[src/verilog/homing_defs.vh]
// Shared constants for the homing sequencer: events, phase fields, methods.
`ifndef HOMING_DEFS_VH
`define HOMING_DEFS_VH

// Stop events a phase can wait for.
`define EV_NLIM_RISE   3'h0
`define EV_NLIM_FALL   3'h1
`define EV_PLIM_RISE   3'h2
`define EV_PLIM_FALL   3'h3
`define EV_HOME_RISE   3'h4
`define EV_HOME_FALL   3'h5
`define EV_INDEX       3'h6
`define EV_NONE        3'h7

// Phase descriptor fields: {last, dir, fast, event[2:0]}.
`define DESC_W         6
`define DESC_LAST_BIT  5
`define DESC_DIR_BIT   4
`define DESC_FAST_BIT  3
`define DESC_EV_MSB    2
`define DESC_EV_LSB    0

`define PH_LAST        1'b1
`define PH_MORE        1'b0
`define DIR_POS        1'b1
`define DIR_NEG        1'b0
`define SPD_FAST       1'b1
`define SPD_SLOW       1'b0

// Start variants: start level low, start level high, limit-hit recovery.
`define VAR_LO         2'h0
`define VAR_HI         2'h1
`define VAR_LIM        2'h2

// Supported method numbers.
`define METHOD_NLIM    4'h1
`define METHOD_PLIM    4'h2
`define METHOD_MIN     4'h1
`define METHOD_MAX     4'h9
`define METHOD_LIMSRCH 4'h7

// Reset values of the motion command.
`define RST_DIR        1'b0
`define RST_FAST       1'b0

`endif

[src/verilog/homing_sequence_control.v]
// Homing sequencer: picks and runs the search phases of methods 1 to 9.
//
// Behaviour
// - Method 1, negative limit low: fast negative to rise, slow back to fall.
// - Method 1, negative limit high: slow positive, stop at its fall.
// - Method 2, positive limit low: fast positive to rise, slow back to fall.
// - Method 2, positive limit high: slow negative, stop at its fall.
// - Method 3, home low: fast positive to rise, slow back to fall.
// - Method 3, home high: slow negative, stop at home fall.
// - Method 4, home low: slow positive, stop at home rise.
// - Method 4, home high: fast negative to fall, slow back to rise.
// - Method 5, home high: slow positive, stop at index after home fall.
// - Method 5, home low: fast negative to rise, slow back, index after fall.
// - Method 6, home high: fast positive to fall, slow back, index after rise.
// - Method 6, home low: slow positive, stop at index after home rise.
// - Method 7, home low: fast positive to rise, slow back to fall.
// - Method 7, home high: slow negative, stop at home fall.
// - Method 7, limit hit: fast negative, slow at rise, stop at fall.
// - Method 8, home low: fast positive, slow at home rise, stop at index.
// - Method 8, home high: slow negative to fall, slow positive to index.
// - Method 8, limit hit: fast negative, slow to fall, positive to index.
// - Method 9, home low: fast positive, slow after rise, back to index.
// - Method 9, home high: slow positive to fall, slow negative to index.
// - Method 9, limit hit: fast negative to rise, slow negative to index.
// - Methods 5, 6, 8 and 9: the first index pulse in the final phase marks home.
`timescale 1ns/100ps
`include "homing_defs.vh"
module homing_sequence_control (
    input  wire       core_clk_i,    // System clock, 50 MHz.
    input  wire       rst_i,         // Asynchronous reset, active high.
    input  wire       home_enable_i, // Homing mode enable, level.
    input  wire [3:0] method_i,      // Homing method, 1 to 9.
    input  wire       neg_limit_i,   // Negative limit switch input.
    input  wire       pos_limit_i,   // Positive limit switch input.
    input  wire       home_sw_i,     // Reference (home) switch input.
    input  wire       index_i,       // Encoder once-per-turn index.
    output reg        move_o,        // Motion command, zero speed when low.
    output reg        fast_o,        // Speed select: 1 fast, 0 slow.
    output reg        dir_o,         // Direction: 1 positive, 0 negative.
    output reg        busy_o,        // Sequence running.
    output reg        done_o,        // Sequence completed, home found.
    output reg        fault_o        // Unsupported method selected.
);

    ////////////////////////////////////////////////////////////////////////
    // State encoding.

    localparam [4:0] ST_IDLE  = 5'h01;
    localparam [4:0] ST_START = 5'h02;
    localparam [4:0] ST_RUN   = 5'h04;
    localparam [4:0] ST_DONE  = 5'h08;
    localparam [4:0] ST_FAULT = 5'h10;

    ////////////////////////////////////////////////////////////////////////
    // Input conditioning.

    wire nlim_lvl;
    wire nlim_rise;
    wire nlim_fall;
    wire plim_lvl;
    wire plim_rise;
    wire plim_fall;
    wire home_lvl;
    wire home_rise;
    wire home_fall;
    wire idx_rise;

    input_edge_sync u_nlim (
        .core_clk_i (core_clk_i),
        .rst_i      (rst_i),
        .raw_i      (neg_limit_i),
        .level_o    (nlim_lvl),
        .rise_o     (nlim_rise),
        .fall_o     (nlim_fall)
    );

    input_edge_sync u_plim (
        .core_clk_i (core_clk_i),
        .rst_i      (rst_i),
        .raw_i      (pos_limit_i),
        .level_o    (plim_lvl),
        .rise_o     (plim_rise),
        .fall_o     (plim_fall)
    );

    input_edge_sync u_home (
        .core_clk_i (core_clk_i),
        .rst_i      (rst_i),
        .raw_i      (home_sw_i),
        .level_o    (home_lvl),
        .rise_o     (home_rise),
        .fall_o     (home_fall)
    );

    // The index is a short marker; only its leading edge is used.
    input_edge_sync u_index (
        .core_clk_i (core_clk_i),
        .rst_i      (rst_i),
        .raw_i      (index_i),
        .level_o    (),
        .rise_o     (idx_rise),
        .fall_o     ()
    );

    ////////////////////////////////////////////////////////////////////////
    // Phase table: {last, dir, fast, stop event} per method, variant, phase.

    function [`DESC_W-1:0] phase_desc;
        input [3:0] m;
        input [1:0] v;
        input [1:0] p;
        begin
            case ({m, v, p})
                {4'h1, `VAR_LO, 2'h0}:
                    phase_desc = {`PH_MORE, `DIR_NEG, `SPD_FAST, `EV_NLIM_RISE};
                {4'h1, `VAR_LO, 2'h1}:
                    phase_desc = {`PH_LAST, `DIR_POS, `SPD_SLOW, `EV_NLIM_FALL};
                {4'h1, `VAR_HI, 2'h0}:
                    phase_desc = {`PH_LAST, `DIR_POS, `SPD_SLOW, `EV_NLIM_FALL};
                {4'h2, `VAR_LO, 2'h0}:
                    phase_desc = {`PH_MORE, `DIR_POS, `SPD_FAST, `EV_PLIM_RISE};
                {4'h2, `VAR_LO, 2'h1}:
                    phase_desc = {`PH_LAST, `DIR_NEG, `SPD_SLOW, `EV_PLIM_FALL};
                {4'h2, `VAR_HI, 2'h0}:
                    phase_desc = {`PH_LAST, `DIR_NEG, `SPD_SLOW, `EV_PLIM_FALL};
                {4'h3, `VAR_LO, 2'h0}:
                    phase_desc = {`PH_MORE, `DIR_POS, `SPD_FAST, `EV_HOME_RISE};
                {4'h3, `VAR_LO, 2'h1}:
                    phase_desc = {`PH_LAST, `DIR_NEG, `SPD_SLOW, `EV_HOME_FALL};
                {4'h3, `VAR_HI, 2'h0}:
                    phase_desc = {`PH_LAST, `DIR_NEG, `SPD_SLOW, `EV_HOME_FALL};
                {4'h4, `VAR_LO, 2'h0}:
                    phase_desc = {`PH_LAST, `DIR_POS, `SPD_SLOW, `EV_HOME_RISE};
                {4'h4, `VAR_HI, 2'h0}:
                    phase_desc = {`PH_MORE, `DIR_NEG, `SPD_FAST, `EV_HOME_FALL};
                {4'h4, `VAR_HI, 2'h1}:
                    phase_desc = {`PH_LAST, `DIR_POS, `SPD_SLOW, `EV_HOME_RISE};
                {4'h5, `VAR_HI, 2'h0}:
                    phase_desc = {`PH_MORE, `DIR_POS, `SPD_SLOW, `EV_HOME_FALL};
                {4'h5, `VAR_HI, 2'h1}:
                    phase_desc = {`PH_LAST, `DIR_POS, `SPD_SLOW, `EV_INDEX};
                {4'h5, `VAR_LO, 2'h0}:
                    phase_desc = {`PH_MORE, `DIR_NEG, `SPD_FAST, `EV_HOME_RISE};
                {4'h5, `VAR_LO, 2'h1}:
                    phase_desc = {`PH_MORE, `DIR_POS, `SPD_SLOW, `EV_HOME_FALL};
                {4'h5, `VAR_LO, 2'h2}:
                    phase_desc = {`PH_LAST, `DIR_POS, `SPD_SLOW, `EV_INDEX};
                {4'h6, `VAR_HI, 2'h0}:
                    phase_desc = {`PH_MORE, `DIR_POS, `SPD_FAST, `EV_HOME_FALL};
                {4'h6, `VAR_HI, 2'h1}:
                    phase_desc = {`PH_MORE, `DIR_NEG, `SPD_SLOW, `EV_HOME_RISE};
                {4'h6, `VAR_HI, 2'h2}:
                    phase_desc = {`PH_LAST, `DIR_NEG, `SPD_SLOW, `EV_INDEX};
                {4'h6, `VAR_LO, 2'h0}:
                    phase_desc = {`PH_MORE, `DIR_POS, `SPD_SLOW, `EV_HOME_RISE};
                {4'h6, `VAR_LO, 2'h1}:
                    phase_desc = {`PH_LAST, `DIR_POS, `SPD_SLOW, `EV_INDEX};
                {4'h7, `VAR_LO, 2'h0}:
                    phase_desc = {`PH_MORE, `DIR_POS, `SPD_FAST, `EV_HOME_RISE};
                {4'h7, `VAR_LO, 2'h1}:
                    phase_desc = {`PH_LAST, `DIR_NEG, `SPD_SLOW, `EV_HOME_FALL};
                {4'h7, `VAR_HI, 2'h0}:
                    phase_desc = {`PH_LAST, `DIR_NEG, `SPD_SLOW, `EV_HOME_FALL};
                {4'h7, `VAR_LIM, 2'h0}:
                    phase_desc = {`PH_MORE, `DIR_NEG, `SPD_FAST, `EV_HOME_RISE};
                {4'h7, `VAR_LIM, 2'h1}:
                    phase_desc = {`PH_LAST, `DIR_NEG, `SPD_SLOW, `EV_HOME_FALL};
                {4'h8, `VAR_LO, 2'h0}:
                    phase_desc = {`PH_MORE, `DIR_POS, `SPD_FAST, `EV_HOME_RISE};
                {4'h8, `VAR_LO, 2'h1}:
                    phase_desc = {`PH_LAST, `DIR_POS, `SPD_SLOW, `EV_INDEX};
                {4'h8, `VAR_HI, 2'h0}:
                    phase_desc = {`PH_MORE, `DIR_NEG, `SPD_SLOW, `EV_HOME_FALL};
                {4'h8, `VAR_HI, 2'h1}:
                    phase_desc = {`PH_MORE, `DIR_POS, `SPD_SLOW, `EV_HOME_RISE};
                {4'h8, `VAR_HI, 2'h2}:
                    phase_desc = {`PH_LAST, `DIR_POS, `SPD_SLOW, `EV_INDEX};
                {4'h8, `VAR_LIM, 2'h0}:
                    phase_desc = {`PH_MORE, `DIR_NEG, `SPD_FAST, `EV_HOME_RISE};
                {4'h8, `VAR_LIM, 2'h1}:
                    phase_desc = {`PH_MORE, `DIR_NEG, `SPD_SLOW, `EV_HOME_FALL};
                {4'h8, `VAR_LIM, 2'h2}:
                    phase_desc = {`PH_LAST, `DIR_POS, `SPD_SLOW, `EV_INDEX};
                {4'h9, `VAR_LO, 2'h0}:
                    phase_desc = {`PH_MORE, `DIR_POS, `SPD_FAST, `EV_HOME_RISE};
                {4'h9, `VAR_LO, 2'h1}:
                    phase_desc = {`PH_MORE, `DIR_POS, `SPD_SLOW, `EV_HOME_FALL};
                {4'h9, `VAR_LO, 2'h2}:
                    phase_desc = {`PH_LAST, `DIR_NEG, `SPD_SLOW, `EV_INDEX};
                {4'h9, `VAR_HI, 2'h0}:
                    phase_desc = {`PH_MORE, `DIR_POS, `SPD_SLOW, `EV_HOME_FALL};
                {4'h9, `VAR_HI, 2'h1}:
                    phase_desc = {`PH_LAST, `DIR_NEG, `SPD_SLOW, `EV_INDEX};
                {4'h9, `VAR_LIM, 2'h0}:
                    phase_desc = {`PH_MORE, `DIR_NEG, `SPD_FAST, `EV_HOME_RISE};
                {4'h9, `VAR_LIM, 2'h1}:
                    phase_desc = {`PH_LAST, `DIR_NEG, `SPD_SLOW, `EV_INDEX};
                default:
                    phase_desc = {`PH_LAST, `DIR_NEG, `SPD_SLOW, `EV_NONE};
            endcase
        end
    endfunction

    ////////////////////////////////////////////////////////////////////////
    // Sequencer state.

    reg [4:0] state_r;
    reg [4:0] state_nxt;
    reg [3:0] method_r;
    reg [3:0] method_nxt;
    reg [1:0] var_r;
    reg [1:0] var_nxt;
    reg [1:0] phase_r;
    reg [1:0] phase_nxt;
    reg       start_lvl;
    reg       ev_hit;
    reg       lim_hit;

    wire [`DESC_W-1:0] desc = phase_desc(method_r, var_r, phase_r);
    wire [2:0]         desc_ev = desc[`DESC_EV_MSB:`DESC_EV_LSB];
    wire               method_ok = (method_i >= `METHOD_MIN) &&
                                   (method_i <= `METHOD_MAX);

    always @* begin
        // Methods 1 and 2 key on their limit; the rest on the home switch.
        case (method_i)
            `METHOD_NLIM: start_lvl = nlim_lvl;
            `METHOD_PLIM: start_lvl = plim_lvl;
            default:      start_lvl = home_lvl;
        endcase
        case (desc_ev)
            `EV_NLIM_RISE: ev_hit = nlim_rise;
            `EV_NLIM_FALL: ev_hit = nlim_fall;
            `EV_PLIM_RISE: ev_hit = plim_rise;
            `EV_PLIM_FALL: ev_hit = plim_fall;
            `EV_HOME_RISE: ev_hit = home_rise;
            `EV_HOME_FALL: ev_hit = home_fall;
            `EV_INDEX:     ev_hit = idx_rise;
            default:       ev_hit = 1'b0;
        endcase
        // Only the first fast positive search of methods 7 to 9 reacts
        // to the positive limit; it then restarts in the recovery table.
        lim_hit = plim_rise && (method_r >= `METHOD_LIMSRCH) &&
                  (var_r == `VAR_LO) && (phase_r == 2'h0);
    end

    always @* begin
        state_nxt  = state_r;
        method_nxt = method_r;
        var_nxt    = var_r;
        phase_nxt  = phase_r;
        case (state_r)
            ST_IDLE: begin
                if (home_enable_i) begin
                    state_nxt = ST_START;
                end
            end
            ST_START: begin
                method_nxt = method_i;
                phase_nxt  = 2'h0;
                var_nxt    = start_lvl ? `VAR_HI : `VAR_LO;
                if (!home_enable_i) begin
                    state_nxt = ST_IDLE;
                end else if (method_ok) begin
                    state_nxt = ST_RUN;
                end else begin
                    state_nxt = ST_FAULT;
                end
            end
            ST_RUN: begin
                if (!home_enable_i) begin
                    state_nxt = ST_IDLE;
                end else if (lim_hit) begin
                    var_nxt   = `VAR_LIM;
                    phase_nxt = 2'h0;
                end else if (ev_hit) begin
                    if (desc[`DESC_LAST_BIT]) begin
                        state_nxt = ST_DONE;
                    end else begin
                        phase_nxt = phase_r + 2'h1;
                    end
                end
            end
            ST_DONE, ST_FAULT: begin
                // A new run needs homing mode to be dropped and re-enabled.
                if (!home_enable_i) begin
                    state_nxt = ST_IDLE;
                end
            end
            default: begin
                state_nxt = ST_IDLE;
            end
        endcase
    end

    always @(posedge core_clk_i or posedge rst_i) begin
        if (rst_i) begin
            state_r  <= ST_IDLE;
            method_r <= 4'h0;
            var_r    <= `VAR_LO;
            phase_r  <= 2'h0;
        end else begin
            state_r  <= state_nxt;
            method_r <= method_nxt;
            var_r    <= var_nxt;
            phase_r  <= phase_nxt;
        end
    end

    ////////////////////////////////////////////////////////////////////////
    // Registered command outputs, one cycle behind the sequencer state.

    always @(posedge core_clk_i or posedge rst_i) begin
        if (rst_i) begin
            move_o  <= 1'b0;
            fast_o  <= `RST_FAST;
            dir_o   <= `RST_DIR;
            busy_o  <= 1'b0;
            done_o  <= 1'b0;
            fault_o <= 1'b0;
        end else begin
            move_o  <= (state_r == ST_RUN);
            fast_o  <= (state_r == ST_RUN) && desc[`DESC_FAST_BIT];
            dir_o   <= desc[`DESC_DIR_BIT];
            busy_o  <= (state_r == ST_START) || (state_r == ST_RUN);
            done_o  <= (state_r == ST_DONE);
            fault_o <= (state_r == ST_FAULT);
        end
    end

endmodule

[src/verilog/input_edge_sync.v]
// Two-stage input synchroniser with level and edge pulse outputs.
`timescale 1ns/100ps
module input_edge_sync (
    input  wire core_clk_i,   // System clock.
    input  wire rst_i,        // Asynchronous reset, active high.
    input  wire raw_i,        // Raw switch or index input.
    output wire level_o,      // Synchronised level.
    output wire rise_o,       // One-cycle pulse on a rising edge.
    output wire fall_o        // One-cycle pulse on a falling edge.
);

    reg meta_r;
    reg sync_r;
    reg prev_r;

    // The first stage feeds only the second, so metastability stays
    // out of the edge detector.
    always @(posedge core_clk_i or posedge rst_i) begin
        if (rst_i) begin
            meta_r <= 1'b0;
            sync_r <= 1'b0;
            prev_r <= 1'b0;
        end else begin
            meta_r <= raw_i;
            sync_r <= meta_r;
            prev_r <= sync_r;
        end
    end

    assign level_o = sync_r;
    assign rise_o  = sync_r & ~prev_r;
    assign fall_o  = ~sync_r & prev_r;

endmodule

[config.mk]
export PLATFORM = sky130hd
export DESIGN_NAME = homing_sequence_control
export DESIGN_NICKNAME = d
export VERILOG_FILES = /design/src/verilog/homing_sequence_control.v /design/src/verilog/input_edge_sync.v
export VERILOG_INCLUDE_DIRS = /design/src /design/src/verilog
export SDC_FILE = /design/constraint.sdc
export NUM_CORES = 1
export LEC_CHECK = 0
export BUFFER_PORTS_ARGS = -buffer_cell sky130_fd_sc_hd__buf_4
export CORE_MARGIN = 4
export CORE_UTILIZATION = 37
export CTS_BUF_LIST = sky130_fd_sc_hd__clkbuf_4 sky130_fd_sc_hd__clkbuf_8 sky130_fd_sc_hd__clkbuf_16
export DETAILED_ROUTE_END_ITERATION = 10
export SLEW_MARGIN = 20
export SYNTH_ARGS = -nofsm -noshare
export SYNTH_HDL_FRONTEND = slang
export SYNTH_SLANG_ARGS = --single-unit
[constraint.sdc]
create_clock -name core_clk_i -period 4.7 [get_ports core_clk_i]
set_input_delay 0.47 -clock core_clk_i [delete_from_list [all_inputs] [get_ports core_clk_i]]
set_output_delay 0.47 -clock core_clk_i [all_outputs]
set_load 0.03 [all_outputs]
==> flow_summary.ini, run 1 <==
[timing]
fin_crit_ps = 2830
setup_violations = 0
period_share_pct = 60.2
finalSetupTns_ps = 0
finalHoldViolCount = 0
max_slew_margin_pct = 58.8
fmax_mhz = 353
hold_slack_ps = 265
rsz0062_at_grt = no
maxSlewViolCount = 0
tightest_slew_ps = 618
fin_worst_skew_ps = 6.79

[routing]
drt.antenna.violating_nets = 0
wl_per_cell_um = 14.3
drtIter0Drc = 75
drc = 0
wl_um = 3980
dr_total_vias = 1502
drt_first_pass_iters = 5
viasPerCell = 5.38

[finish]
fin_cells = 279
multi_input_area_sq_um = 1060
n_antenna_cell = 0
nNetsFinal = 225
finalInstanceArea_sq_um = 2170
drive_above_1_share_pct = 19.3
nFillCells = 464
area_growth_pct = 14.7
seq_area_sq_um = 777

[global_routing]
grt_pass1_vias = 1466
antenna_found_initial = 0
grt_pass1_wl_um = 7010
overflow = 0
grt_max_degree = 32
groute.usage.overall_pct = 13.9

[die]
dieArea_sq_um = 6330
core-area_sq_um = 4850
initial_core_util_pct = 39.1
die_h_um = 79.6
die_w_um = 79.6
rows = 25
ios = 17

[synthesis]
yosys_register_bits = 31
yosys-top-cells-area = dfrtp_1, nand2b_1, nand2_1, o21ai_0, nor2_1
syn_area_sq_um = 1900
synth_top_area_cell = dfrtp_1
async_flop_share_pct = 100
synth-edff-count = 0
synthTopCellsByCount = dfrtp_1, nand2_1, nor2_1
seq_area_frac_synth_pct = 41.0
synth_top_area_share_pct = 39.6
syn-num-nets = 210
yosysUniqueCellTypes = 59
synth_area_per_cell_sq_um = 9.67
synth_most_common_cell = dfrtp_1
synth_ff_type = dfrtp_1
synthCells = 196
yosysWarnings = 0

[worst_setup_path]
crit_chain = ha_1 > nor2b_1 > a211o_1 > a31o_4 > nor3_4 > mux2i_1 > mux2i_4 > a22oi_4 > a21oi_1 > a32o_1
critPathMaxStageDelay_ps = 420
cp_max_fo = 5
slowest_stage = dfrtp_1
setup.worst_path.start_class = register
worstSetupPathType = reg -> reg
cp-end-kind = register
crit_arrival_ps = 3000
worstPathRequired_ps = 4870
path_buf_inv = 0
path_delay_family = compound AO/OA/AOI/OAI gates

[power]
comb_power_share_pct = 40.8
p_switching_mw = 0.446
switching_share_pct = 39.2
p_leak_nw = 0.924
power_density_nw_per_um2 = 523
p_clk_share_pct = 23.9
internal_power_mw = 0.692
seqPwrFrac_pct = 35.3
ir_worst_vdd_v = 0.000260
power.total_mw = 1.14

[run_status]
status = completed

[clock_network]
insertion_delay_ps = 280
post-cts-setup-buffer-count = 0
cts_buffers = 5
htreeDepth = 2
cts.path.max_buffers = 2
clock_sinks = 31
cts_resized = 0
cts-hold-fix-buffers = 0
cts_tree = yes
clk_pin_slew_ps = 70
cts_root_buf = clkbuf_8

[placement]
port_buffers = 16
routabilityCongestion = 0.874
dp_hpwl_um = 2870
placed_cell_area_sq_um = 2060
place_inst = 271

[min_path]
hold_class = in -> async

[run]
max-cap-violations = 0
kinds of logic after synthesis:
family | Yosys count | synth area share, %
AO/OA/AOI/OAI | 53 | 20.7
XOR/XNOR | 2 | 0.924
adder cells (fa/ha/maj) | 3 | 1.98
buffers and inverters | 12 | 3.23
flip-flops | 31 | 41.0
multiplexers | 11 | 7.00
AND/OR/NAND/NOR | 84 | 25.2
area by class of cell:
| cell class | instances | share of cell area [%] |
|---|---|---|
| clock inverter | 2 | 1.61 |
| timing repair buffer | 17 | 5.87 |
| inverter | 3 | 0.518 |
| clock buffer | 6 | 3.80 |
| multi-input combinational | 153 | 48.6 |
| sequential | 31 | 35.7 |
| tap | 67 | 3.85 |
registers in the layout, indices dropped and copies added (netlist names), 2 cells and up:
register	cells
phase_r	2
method_r	4
var_r	2
state_r	5
worst paths after layout:
check                         startpoint             end  slack (ps)  cells past startpoint
setup reg to reg              phase_r[0]      phase_r[1]        1870                     10
min in group core_clk_i      neg_limit_i   u_nlim.meta_r         300                      1
max in group asynchronous          rst_i      state_r[0]        4120                      3
hold reg to reg            u_nlim.meta_r  u_nlim.level_o         350                      0
hold / removal                     rst_i      state_r[2]         260                      3
setup / recovery              phase_r[0]      phase_r[1]        1870                     10
power by group through the flow:
stage | logic, mW | registers [mW] | clock network, mW
detailed placement | 0.462 | 0.407 | 0
floorplan | 0.440 | 0.341 | 0
global placement | 0.463 | 0.404 | 0
global route | 0.508 | 0.415 | 0.293
CTS | 0.464 | 0.401 | 0.278
finish | 0.464 | 0.402 | 0.271
worst register-to-register path: cells and delay by family, from the launching register on:
| family | cells | cell delay, ps |
|---|---|---|
| and+or+nand+nor | 2 | 390 |
| muxes | 2 | 440 |
| adders and majority gates | 1 | 270 |
| AOI/OAI and AO/OA | 5 | 1200 |
| DFF | 1 | 420 |
cells in the final DEF, fill, tap and decap left out, types with 2 or more instances in the layout:
cell type | synthesis | final
a21oi_1 | 12 | 12
and3_1 | 2 | 2
buf_4 | 3 | 17
clkbuf_8 | 0 | 6
dfrtp_1 | 30 | 30
ha_1 | 3 | 3
inv_1 | 3 | 3
mux2_2 | 4 | 4
mux2i_1 | 5 | 5
nand2_1 | 19 | 19
nand2b_1 | 12 | 12
nand3_1 | 3 | 3
nand3b_1 | 2 | 2
nand4bb_1 | 2 | 2
nor2_1 | 17 | 17
nor2b_1 | 5 | 5
nor3_1 | 5 | 5
nor4b_1 | 4 | 4
o211ai_1 | 2 | 2
o21a_1 | 4 | 4
o21ai_0 | 13 | 13
o22ai_1 | 2 | 2
or2b_1 | 2 | 2
or4_1 | 2 | 2
through the flow:
stage	setup slack (ps)	util [%]
after global placement	1990	42.4
final	1870	44.9
after floorplan	2100	-
after detailed placement	1870	42.4
after global routing	1710	44.9
after CTS	1860	44.9
layer usage:
layer  track usage (%)  wire [um]  part of all wire (%)
met5                 0          0                     0
met4              3.95         41                   1.0
met3              2.71        152                   3.8
met2              22.5       1930                    48
met1              19.0       1850                    47
No activity file was read; power rests on OpenSTA's default activity.
==> run 2: changes to the inputs <==
==> constraint.sdc (replaced) <==
create_clock -name core_clk_i -period 2.6 [get_ports core_clk_i]
set_input_delay 0.26 -clock core_clk_i [delete_from_list [all_inputs] [get_ports core_clk_i]]
set_output_delay 0.26 -clock core_clk_i [all_outputs]
set_load 0.03 [all_outputs]
==> flow_summary.ini, run 2 (synthesized netlist as in run 1, its figures left out) <==
[run_status]
status = finished with violations
violations = setup timing

[worst_setup_path]
ff2ff_path_depth = 12
worstPathRequired_ps = 2770
setup.worst_path.start_class = register
cp_max_fo = 5
crit_arrival_ps = 2840
cp-startpoint = phase_r[1]
worstSetupPathType = reg -> reg
rr_startpoint = phase_r[1]
cp-end-kind = register

[timing]
maxSlewViolCount = 0
fin_worst_skew_ps = 1.63
setup_violations = 1
fin_crit_ps = 2670
finalHoldViolCount = 0
rsz0062_at_grt = yes
max_slew_margin_pct = 65.8
fin_ws_ps = -70.0
period_share_pct = 103
tightest_slew_ps = 513
fmax_mhz = 375

[routing]
wl_um = 4140
viasPerCell = 5.25
drt.antenna.violating_nets = 0
drt_first_pass_iters = 4
wl_per_cell_um = 13.8
drc = 0
dr_total_vias = 1580
drtIter0Drc = 90

[power]
p_leak_nw = 1.03
p_clk_share_pct = 19.2
power_density_nw_per_um2 = 921
comb_power_share_pct = 51.5
internal_power_mw = 1.34
seqPwrFrac_pct = 29.2
power.total_mw = 2.19
p_switching_mw = 0.848
switching_share_pct = 38.7
ir_worst_vdd_v = 0.000558

[placement]
port_buffers = 16
dp_hpwl_um = 3130
routabilityCongestion = 0.836
pre_cts_ws_ps = -78.9

[global_routing]
overflow = 0
grt_max_degree = 19
grt_pass1_vias = 1523
grt_pass1_wl_um = 7130
antenna_found_initial = 0
groute.usage.overall_pct = 14.3

[min_path]
hold_class = in -> async

[clock_network]
cts_tree = yes
insertion_delay_ps = 280
cts-hold-fix-buffers = 0
clock_sinks = 31
clk_pin_slew_ps = 70
cts_root_buf = clkbuf_8
htreeDepth = 2
cts.path.max_buffers = 2
cts_buffers = 5

[die]
dieArea_sq_um = 6330
rows = 25
core-area_sq_um = 4850
ios = 17
initial_core_util_pct = 39.1
die_h_um = 79.6
die_w_um = 79.6

[finish]
nFillCells = 462
final_cell_mix = buf_4, dfrtp_1, nand2_1
nNetsFinal = 247
area_growth_pct = 25.5
final_common_cell = buf_4
top_regs = state_r (5), method_r (4)
largest_register_ffs = 5
seq_area_sq_um = 777
largest_register = state_r
n_antenna_cell = 0
drive_above_1_share_pct = 30.8
multi_input_area_sq_um = 1110

[run]
max-cap-violations = 0
==> run 2: timing repair <==
item	CTS	global route
endpoints found under the hold margin	0	0
resized for setup	1	11
buffers inserted	1	1
setup endpoints to repair	2	4
pin swaps	0	7
==> run 2: path summary, 6_finish.rpt <==
path | endpoint | slack [ps]
setup / recovery | phase_r[1] | -70
hold / removal | fault_o | 10
setup reg to reg | phase_r[1] | -70
hold reg to reg | u_plim.level_o | 350
max in group asynchronous | u_index.prev_r | 1980
min in group core_clk_i | u_index.meta_r | 90
==> run 2: final cells by class <==
cell class	instances	share of cell area [%]
multi-input cells	153	46.5
flip-flops and latches	31	32.7
repair buffers	39	12.5
clock buffers	7	4.05
well taps	67	3.52
inverters	3	0.473
clock inverters	1	0.316
==> run 2: metrics by stage <==
stage                     util, %  std cells  TNS (ps)  cell area, sq um  hold WS, ps
after floorplan                 -        196         0              1900          291
after global placement       45.5        291         0              2210          327
after detailed placement     45.5        291     -91.1              2210          323
after CTS                    47.9        300     -57.1              2320         22.3
after global routing         49.1        301      -398              2380         42.6
final                        49.1        301     -70.0              2380         12.1
==> run 2: power groups by stage <==
stage                     Sequential, mW  Combinational, mW  Clock (mW)
final                              0.641               1.13       0.421
after global routing               0.651               1.24       0.455
after CTS                          0.635               1.09       0.431
after detailed placement           0.645               1.08           0
after global placement             0.643               1.07           0
after floorplan                    0.617              0.796           0
==> run 2: critical path, cell delays in order (launching register included) <==
cell      delay, ps
dfrtp_1         380
inv_2            50
ha_2            180
buf_4           140
nand2b_1        120
o32ai_2         110
a31o_4          240
nor3_4          290
mux2_4          340
mux2i_4         160
a22oi_4         120
a31o_1          240
a32o_1          190
==> run 2: routing by layer <==
layer  global-route usage, %  part of all wire, %  up-vias
met4                    5.50                  1.3        0
met2                    22.9                   48       25
met5                       0                    0        -
met3                    3.05                  2.6        4
li1                        -                    -      788
met1                    18.9                   48      763
